<file path="config.mk">
export PLATFORM = sky130hd
export DESIGN_NAME = timer_clock_enable_remap_ctrl
export DESIGN_NICKNAME = d
export VERILOG_FILES = /design/src/sysctl_pkg.sv /design/src/timer_clock_enable_remap_ctrl.sv
export SDC_FILE = /design/constraint.sdc
export NUM_CORES = 1
export LEC_CHECK = 0
export ABC_AREA = 0
export BUFFER_PORTS_ARGS = -buffer_cell sky130_fd_sc_hd__buf_2
export CAP_MARGIN = 15
export CORE_MARGIN = 2
export CORE_UTILIZATION = 45
export DETAILED_ROUTE_END_ITERATION = 12
export PLACE_DENSITY = 0.69
export SYNTH_ARGS = -nofsm -noshare
export SYNTH_HDL_FRONTEND = slang
export SYNTH_HIERARCHICAL = 1
export SYNTH_SLANG_ARGS = --single-unit
</file>
<file path="constraint.sdc">
create_clock -name pclk -period 3.2 [get_ports pclk]
set_clock_uncertainty 0.15 [all_clocks]
set_input_delay 0.32 -clock pclk [delete_from_list [all_inputs] [get_ports pclk]]
set_output_delay 0.32 -clock pclk [all_outputs]
set_load 0.05 [all_outputs]
</file>
<file path="src/sysctl_pkg.sv">
// Purpose: shared constants for the timer clock enable and remap control
// Assumes: apb byte addresses, 32-bit data, one aligned word per register
// Notes: both control registers live in one slave at two address windows
package sysctl_pkg;

	// register byte addresses
	localparam logic [31:0] ADDR_CTRL_A = 32'h10001000;
	localparam logic [31:0] ADDR_CTRL_B = 32'h1001a000;
	localparam logic [31:0] ADDR_ID_A = 32'h10001fe0;
	localparam logic [31:0] ADDR_ID_B = 32'h1001afe0;

	// build version word; the value is arbitrary
	localparam logic [31:0] BUILD_VERSION = 32'h00000001;

	// field positions
	localparam int WDOG_OVR_BIT = 23;
	localparam int TIMER_SEL_LSB = 15; // select at 15+2i, override at 16+2i
	localparam int REMAP_STAT_BIT = 9;
	localparam int REMAP_CLR_BIT = 8;
	localparam int TIMERS_PER_INST = 4;

	// reset values
	localparam logic [31:0] CTRL_RESET = 32'h00000000;
	localparam logic REMAP_RESET = 1'b1;

endpackage : sysctl_pkg

</file>
<file path="src/timer_clock_enable_remap_ctrl.sv">
// Purpose: apb slave producing watchdog and timer enables, remap control
// Assumes: reference clocks arrive as asynchronous pins
// Notes: zero-wait-state apb; each access phase lasts one cycle
//   each enable has its own small select-and-register cell below
//   enables lag a control write by two cycles and a pin edge by three
//   only reset brings remapping back once software has cleared it
//
// Functional notes
// - first watchdog enable follows slow reference unless override forces high
// - timers 0..3 enable from reference select unless override forces high
// - timers 0..3 select: clear picks slow reference, set picks fast clock
// - remap status bit is read-only and shows remapping is active
// - writing one to remap clear bit ends remapping, normal mapping
// - second watchdog enable follows slow reference unless override set
// - timers 4..7 enable from reference select unless override forces high
// - timers 4..7 select: clear picks slow reference, set picks fast
// - control registers answer at 0x10001000 and 0x1001a000
// - only control and identification registers; identification gives build version
`timescale 1ns/100ps

module timer_clock_enable_remap_ctrl (
	input wire logic pclk,
	input wire logic presetn,
	input wire logic psel,
	input wire logic penable,
	input wire logic pwrite,
	input wire logic [31:0] paddr,
	input wire logic [31:0] pwdata,
	output logic [31:0] prdata,
	output logic pready,
	output logic pslverr,
	input wire logic slow_reference_clock,
	input wire logic fast_timer_clock,
	output logic [1:0] wdog_enable,
	output logic [7:0] timer_enable,
	output logic remap_active
);

	////////////////////////////////////////////////////////////////////////
	// reference clock synchronisers and edge detect

	logic [1:0] ref_sync1_r;
	logic [1:0] ref_sync2_r;
	logic [1:0] ref_prev_r;
	logic [1:0] ref_rise;
	logic slow_pulse;
	logic fast_pulse;

	// index 0 slow, index 1 fast; first stage read by second stage only
	always_ff @(posedge pclk or negedge presetn) begin
		if (!presetn) begin
			ref_sync1_r <= 2'h0;
			ref_sync2_r <= 2'h0;
			ref_prev_r <= 2'h0;
		end else begin
			ref_sync1_r <= {fast_timer_clock, slow_reference_clock};
			ref_sync2_r <= ref_sync1_r;
			ref_prev_r <= ref_sync2_r;
		end
	end

	// one pulse per rising edge, fast clock is 1/200 of pclk so no loss
	assign ref_rise = ref_sync2_r & ~ref_prev_r;
	assign slow_pulse = ref_rise[0];
	assign fast_pulse = ref_rise[1];

	////////////////////////////////////////////////////////////////////////
	// apb register file

	logic [31:0] ctrl_a_r, ctrl_a_nxt;
	logic [31:0] ctrl_b_r, ctrl_b_nxt;
	logic remap_r, remap_nxt;
	logic [31:0] prdata_r, prdata_nxt;
	logic pready_r, pready_nxt;
	logic pslverr_r, pslverr_nxt;
	logic setup;
	logic wr_commit;
	logic hit_a, hit_b, hit_id;
	logic [31:0] status_a;

	assign setup = psel && !penable && !pready_r;
	assign wr_commit = psel && penable && pready_r && pwrite;
	assign hit_a = (paddr == sysctl_pkg::ADDR_CTRL_A);
	assign hit_b = (paddr == sysctl_pkg::ADDR_CTRL_B);
	assign hit_id = (paddr == sysctl_pkg::ADDR_ID_A) ||
		(paddr == sysctl_pkg::ADDR_ID_B);

	// remap bits are not stored; status reflects live remap state
	always_comb begin
		status_a = ctrl_a_r;
		status_a[sysctl_pkg::REMAP_STAT_BIT] = remap_r;
		status_a[sysctl_pkg::REMAP_CLR_BIT] = 1'b0;
	end

	// bus next state: answer computed in setup, write done in access
	always_comb begin
		ctrl_a_nxt = ctrl_a_r;
		ctrl_b_nxt = ctrl_b_r;
		remap_nxt = remap_r;
		prdata_nxt = prdata_r;
		pready_nxt = setup;
		pslverr_nxt = 1'b0;
		if (setup) begin
			pslverr_nxt = !(hit_a || hit_b || hit_id);
			if (pwrite)
				prdata_nxt = 32'h00000000;
			else if (hit_a)
				prdata_nxt = status_a;
			else if (hit_b)
				prdata_nxt = ctrl_b_r;
			else if (hit_id)
				prdata_nxt = sysctl_pkg::BUILD_VERSION;
			else
				prdata_nxt = 32'h00000000;
		end
		// reserved bits stored so read-modify-write keeps them
		if (wr_commit && hit_a) begin
			ctrl_a_nxt = pwdata;
			ctrl_a_nxt[sysctl_pkg::REMAP_STAT_BIT] = 1'b0;
			ctrl_a_nxt[sysctl_pkg::REMAP_CLR_BIT] = 1'b0;
			if (pwdata[sysctl_pkg::REMAP_CLR_BIT])
				remap_nxt = 1'b0;
		end
		if (wr_commit && hit_b)
			ctrl_b_nxt = pwdata;
	end

	always_ff @(posedge pclk or negedge presetn) begin
		if (!presetn) begin
			ctrl_a_r <= sysctl_pkg::CTRL_RESET;
			ctrl_b_r <= sysctl_pkg::CTRL_RESET;
			remap_r <= sysctl_pkg::REMAP_RESET;
			prdata_r <= 32'h00000000;
			pready_r <= 1'b0;
			pslverr_r <= 1'b0;
		end else begin
			ctrl_a_r <= ctrl_a_nxt;
			ctrl_b_r <= ctrl_b_nxt;
			remap_r <= remap_nxt;
			prdata_r <= prdata_nxt;
			pready_r <= pready_nxt;
			pslverr_r <= pslverr_nxt;
		end
	end

	assign prdata = prdata_r;
	assign pready = pready_r;
	assign pslverr = pslverr_r;
	assign remap_active = remap_r;

	////////////////////////////////////////////////////////////////////////
	// enable generation

	// one cell per enable; override forces high, else chosen pulse
	// watchdogs have no select, so they always take the slow pulse
	// timer i: override at select position plus one
	// first register feeds timers 0..3, second feeds timers 4..7
	// every cell registers its output, so pins come from flops
	// a select change mid-pulse only moves the next pulse, no glitch

	// first watchdog
	enable_select u_wdog0 (
		.pclk(pclk),
		.presetn(presetn),
		.force_high(ctrl_a_r[sysctl_pkg::WDOG_OVR_BIT]),
		.pick_fast(1'b0),
		.slow_pulse(slow_pulse),
		.fast_pulse(fast_pulse),
		.enable(wdog_enable[0])
	);

	// second watchdog
	enable_select u_wdog1 (
		.pclk(pclk),
		.presetn(presetn),
		.force_high(ctrl_b_r[sysctl_pkg::WDOG_OVR_BIT]),
		.pick_fast(1'b0),
		.slow_pulse(slow_pulse),
		.fast_pulse(fast_pulse),
		.enable(wdog_enable[1])
	);

	// timer 0
	enable_select u_timer0 (
		.pclk(pclk),
		.presetn(presetn),
		.force_high(ctrl_a_r[sysctl_pkg::TIMER_SEL_LSB + 1]),
		.pick_fast(ctrl_a_r[sysctl_pkg::TIMER_SEL_LSB]),
		.slow_pulse(slow_pulse),
		.fast_pulse(fast_pulse),
		.enable(timer_enable[0])
	);

	// timer 1
	enable_select u_timer1 (
		.pclk(pclk),
		.presetn(presetn),
		.force_high(ctrl_a_r[sysctl_pkg::TIMER_SEL_LSB + 3]),
		.pick_fast(ctrl_a_r[sysctl_pkg::TIMER_SEL_LSB + 2]),
		.slow_pulse(slow_pulse),
		.fast_pulse(fast_pulse),
		.enable(timer_enable[1])
	);

	// timer 2
	enable_select u_timer2 (
		.pclk(pclk),
		.presetn(presetn),
		.force_high(ctrl_a_r[sysctl_pkg::TIMER_SEL_LSB + 5]),
		.pick_fast(ctrl_a_r[sysctl_pkg::TIMER_SEL_LSB + 4]),
		.slow_pulse(slow_pulse),
		.fast_pulse(fast_pulse),
		.enable(timer_enable[2])
	);

	// timer 3
	enable_select u_timer3 (
		.pclk(pclk),
		.presetn(presetn),
		.force_high(ctrl_a_r[sysctl_pkg::TIMER_SEL_LSB + 7]),
		.pick_fast(ctrl_a_r[sysctl_pkg::TIMER_SEL_LSB + 6]),
		.slow_pulse(slow_pulse),
		.fast_pulse(fast_pulse),
		.enable(timer_enable[3])
	);

	// timer 4
	enable_select u_timer4 (
		.pclk(pclk),
		.presetn(presetn),
		.force_high(ctrl_b_r[sysctl_pkg::TIMER_SEL_LSB + 1]),
		.pick_fast(ctrl_b_r[sysctl_pkg::TIMER_SEL_LSB]),
		.slow_pulse(slow_pulse),
		.fast_pulse(fast_pulse),
		.enable(timer_enable[4])
	);

	// timer 5
	enable_select u_timer5 (
		.pclk(pclk),
		.presetn(presetn),
		.force_high(ctrl_b_r[sysctl_pkg::TIMER_SEL_LSB + 3]),
		.pick_fast(ctrl_b_r[sysctl_pkg::TIMER_SEL_LSB + 2]),
		.slow_pulse(slow_pulse),
		.fast_pulse(fast_pulse),
		.enable(timer_enable[5])
	);

	// timer 6
	enable_select u_timer6 (
		.pclk(pclk),
		.presetn(presetn),
		.force_high(ctrl_b_r[sysctl_pkg::TIMER_SEL_LSB + 5]),
		.pick_fast(ctrl_b_r[sysctl_pkg::TIMER_SEL_LSB + 4]),
		.slow_pulse(slow_pulse),
		.fast_pulse(fast_pulse),
		.enable(timer_enable[6])
	);

	// timer 7
	enable_select u_timer7 (
		.pclk(pclk),
		.presetn(presetn),
		.force_high(ctrl_b_r[sysctl_pkg::TIMER_SEL_LSB + 7]),
		.pick_fast(ctrl_b_r[sysctl_pkg::TIMER_SEL_LSB + 6]),
		.slow_pulse(slow_pulse),
		.fast_pulse(fast_pulse),
		.enable(timer_enable[7])
	);

endmodule : timer_clock_enable_remap_ctrl

////////////////////////////////////////////////////////////////////////////
// one enable output: forced high or pulsed by the chosen reference

module enable_select (
	input wire logic pclk,
	input wire logic presetn,
	input wire logic force_high,
	input wire logic pick_fast,
	input wire logic slow_pulse,
	input wire logic fast_pulse,
	output logic enable
);

	logic enable_r, enable_nxt;

	// a level from override, otherwise one pulse per reference edge
	always_comb begin
		enable_nxt = force_high | (pick_fast ? fast_pulse : slow_pulse);
	end

	// registered so the pin never glitches while the select changes
	always_ff @(posedge pclk or negedge presetn) begin
		if (!presetn) begin
			enable_r <= 1'b0;
		end else begin
			enable_r <= enable_nxt;
		end
	end

	assign enable = enable_r;

endmodule : enable_select

</file>
Word level (Yosys, flattened, before mapping)
Cells that the tools add are included.

Logic and storage cells: 62. Latch bits: 0. Bits of input ports: 71. Memory bits (writable): 0. Memories kept: 0. Bits in read-only memories: 0. Output and inout port bits: 45. Bits in registers: 113.

Shift operators: 0. Multipliers: 0. Bitwise logic cells: 12. Div/mod/pow operators: 0. Mux-type cells: 13. Reductions and logical operators: 14. $lt $le $gt $ge: 0. $add $sub $neg: 0. Equality and inequality tests: 4.

Operators by type and width (count): $eq 32x29->1 const B (4); $mux 32 (3); $mux 1 (10); $or 1x1->1 (10); $logic_and 1x1->1 (7); $logic_not 1->1 (3); $logic_or 1x1->1 (3); $and 2x2->2 (1); $not 2->2 (1); $reduce_and 2->1 (1).

Depth between registers and ports, before layout
Word-level depth: 6. Depth in mapped cells: 5. Depth with buffers taken out: 4.

Cells and area by module
Netlist, hierarchy kept.

Modules (own cells, without submodules): timer_clock_enable_remap_ctrl (area an instance 4231.6 µm², seq. area each 2578.7 µm², times used 1, cells each 319); enable_select (area an instance 40.0 µm², seq. area each 25.0 µm², times used 10, cells each 3).

Least setup slack after synthesis
OpenSTA, ideal clock, no wires.

Kind: register -> register. Start point: register pready_r (netlist: pready). End point: register ctrl_b_r[0]. Arrival time: 1.876 ns. Required time: 2.923 ns. Setup time: 0.127 ns. Buffers on the path: 1. Cell stages (with the launch flop): 6. Slack: 1.047 ns. Period minus slack after synthesis: 2.153 ns. Cells stage by stage: dfrtp_1 and4_1 nand3_1 nor4_4 buf_6 mux2_1.

Longest elaborated chain between the ends: 3.

RTL lines: start: declaration (line timer_clock_enable_remap_ctrl.sv:74) `logic pready_r, pready_nxt;`; start signal: assignment (line timer_clock_enable_remap_ctrl.sv:141) `pready_r <= pready_nxt;`; $logic_and 1x1->1 (2 in series) (line timer_clock_enable_remap_ctrl.sv:82) `assign wr_commit = psel && penable && pready_r && pwrite;`; $logic_and 1x1->1 (line timer_clock_enable_remap_ctrl.sv:124) `if (wr_commit && hit_b)`; end signal: assignment (line timer_clock_enable_remap_ctrl.sv:131) `ctrl_b_r <= sysctl_pkg::CTRL_RESET;`; end signal: assignment (line timer_clock_enable_remap_ctrl.sv:138) `ctrl_b_r <= ctrl_b_nxt;`; end: declaration (line timer_clock_enable_remap_ctrl.sv:71) `logic [31:0] ctrl_b_r, ctrl_b_nxt;`.

No other way between the ends. A chain may end at the register's enable or synchronous reset.

Worst setup path after layout
Start point: register pready_r (netlist: pready). End point: register prdata_r[25] (netlist: prdata[25]).

Longest elaborated chain between the ends: 2.

RTL lines: $logic_not 1->1 (line timer_clock_enable_remap_ctrl.sv:81) `assign setup = psel && !penable && !pready_r;`; $logic_and 1x1->1 (line timer_clock_enable_remap_ctrl.sv:81); end signal: assignment (line timer_clock_enable_remap_ctrl.sv:140) `prdata_r <= prdata_nxt;`; end: declaration (line timer_clock_enable_remap_ctrl.sv:73) `logic [31:0] prdata_r, prdata_nxt;`.

No other way between the ends.

==> metrics.cfg <==
[place]
gp_congestion = 0.808
placed_cells = 590
pre_cts_slack_ps = 683
io_buffers = 115
place_hpwl_mm = 6.86

[clocking]
cts_tree = done
cts.repair.resized = 0
numCtsBuffers = 17
cts_setup_buffers = 0
clk_pin_slew_worst_paths_ps = 50
insertion_delay_ps = 510
hold_buffers = 35
cts_buffer_depth = 2
clockRootBuffer = clkbuf_8
h-tree-depth = 4
cts_num_sinks = 113

[sta]
max-slew-margin-rel_pct = 49.9
worst_slack_ps = 1090
rsz0062_at_grt = false
finalHoldViolations = 0
post-route-period-util_pct = 66.0
fmaxAchievable_mhz = 473
fin_crit_ps = 2110
worstMarginPinSlew_ps = 750
setup_viol = 0
fin_tns_setup_ps = 0
maxSlewViolCount = 0

[worst_setup_path]
arrival_ps = 2390
slowest_stage = or3b_2
worst_ep_required_time_ps = 3480
cp_cell_sequence = or3b_2, nor2_1, or4b_1, buf_4, o21ai_1
crit_fanout = 30
crit_type = flip-flop to flip-flop
start_kind = flip-flop
path_buf_inv = 1
cp_top_family = simple AND/OR/NAND/NOR gates
end_kind = flip-flop
slowest_delay_ps = 480

[logic_synthesis]
synth_xor_area_share_pct = 0
synth_cells = 349
synth_edf_count = 0
async_reset_ff_share_pct = 100
avgSynthCellArea_um2 = 13.3
synth-compound-area-share_pct = 11.6
ys_seq_area_share_pct = 61.1
synth_top_family_by_area = multiplexers
ys.warnings.count = 6
synth_seq_cells = 113
yosys.area_share.simple_pct = 9.70
synth_fa_ha_area_share_pct = 0
syn_area_um2 = 4630
ys_types = 36
synthFlopType = dfrtp_1
synthMuxAreaShare_pct = 15.1

[pwr]
net-switching-power_mw = 0.706
swShare_pct = 20.8
p_int_mw = 2.68
power_frac_seq_pct = 42.7
pwr-share-comb_pct = 5.9
powerDensity_nw_per_um2 = 542
power_mw = 3.39
clkPwrFrac_pct = 51.4
power.leakage_nw = 3.19
ir_drop_uv = 395

[global_route]
overflow = 0
antenna_found_initial = 0
grtUsageTotal_pct = 20.5
grt_start_max_net_pins = 114
grt_pass1_vias = 3527
grt_first_pass_wirelength_mm = 17.4

[final_layout]
fin_util_pct = 61.7
fillers = 814
nets = 579
final_cell_count_no_fill = 656
area_delta_synth_final_pct = 35.0
antenna_cells = 0
drive_above_1_share_pct = 35.8

[routing]
ant_nets = 0
wl_per_cell_um = 16.5
firstDrtPassIters = 6
drc = 0
totalWireLength_mm = 10.8
dr_total_vias = 3460
drt_iter0_markers = 183
via_per_inst = 5.27

[outcome]
outcome = complete, no violations

[hold_path]
hold_class = input port to flip-flop

[die]
die_w_um = 105
io_pins = 116
rows = 37
dieArea_um2 = 11100
die_height_um = 105
coreArea_um2 = 10100
initial_utilization_pct = 45.7

[job]
drv_cap = 0

## sequential cells by signal, summed over array words and instances (netlist names), 2 cells and up
name and count:
ref_sync2_r 2, ref_prev_r 2, ctrl_a_r 30, ref_sync1_r 2, prdata 32, ctrl_b_r 32
## tightest hold or removal path: stages
cell	delay, ps
buf_2	120
a2111o_1	130
a221oi_1	70
## logic make-up after synthesis
| logic type | Yosys count |
|---|---|
| AOI/OAI and AO/OA | 80 |
| muxes | 62 |
| DFF | 113 |
| buffers and inverters | 21 |
| other | 1 |
| and+or+nand+nor | 72 |
## worst paths after layout
check | startpoint | end | slack [ps] | cells past startpoint
max | pready | prdata[25] | 1090 | 5
min | pwrite | prdata[0] | 30 | 3
max reg2reg | pready | prdata[25] | 1090 | 5
min reg2reg | ref_sync1_r[1] | ref_sync2_r[1] | 190 | 0
max in group asynchronous | presetn | prdata[3] | 2170 | 3
min in group asynchronous | presetn | u_wdog1/enable | 260 | 3
## power by group through the flow
stage | clock (mW) | combinational (mW) | sequential (mW)
5_1_grt | 1.85 | 0.218 | 1.45
2_1_floorplan | 0 | 0.0333 | 1.50
3_5_place_dp | 0 | 0.169 | 1.47
3_3_place_gp | 0 | 0.166 | 1.47
6_report | 1.74 | 0.201 | 1.45
4_1_cts | 1.78 | 0.203 | 1.45
## cells in the final DEF, fill, tap and decap left out, types with 5 or more instances in the layout
master         count
nor2b_1           12
mux2_2            28
o21ai_1           30
dlygate4sd3_1     35
clkbuf_16         16
a22oi_1           30
a211o_1           10
mux2_1            34
buf_2            114
nand2_1           33
dfrtp_1          112
buf_4              7
clkbuf_1           5
## routing by layer
metal	wire length, um	global-route usage, %
met5	0	0
met4	154	8.38
met3	602	6.37
met2	5620	34.5
met1	4440	24.4
## Yosys cell counts (all sizes together) (2+ instances only)
cell type | n | share of area [%]
dfrtp | 112 | 61
mux2 | 62 | 15
nand2 | 33 | 2.7
a22oi | 30 | 4.9
o21ai | 30 | 3.2
nor2b | 12 | 1.6
clkbuf | 11 | 0.89
a211o | 10 | 1.9
buf | 9 | 1.5
nor4 | 7 | 2.0
a21oi | 4 | 0.43
and4 | 3 | 0.57
nand4 | 3 | 0.54
nor2 | 3 | 0.24
nor4b | 3 | 0.70
a21boi | 2 | 0.32
nor3 | 2 | 0.22
or4b | 2 | 0.43
## metrics by stage
step | hold WS, ps | area (um2)
2_1_floorplan | -126 | 4640
3_3_place_gp | 183 | 5350
3_5_place_dp | 186 | 5350
4_1_cts | 3.66 | 6250
5_1_grt | 31.1 | 6250
6_report | 32.2 | 6250
## area by class of cell
cell class,instances,area (um2),area share [%]
tap,136,170,2.72
timing repair buffer,157,993,15.9
inverter,1,3.75,0.0600
clock buffer,25,474,7.58
multi-input combinational,218,1700,27.2
clock inverter,6,80.1,1.28
sequential,113,2830,45.2
Power figures use the tool's default switching activity.
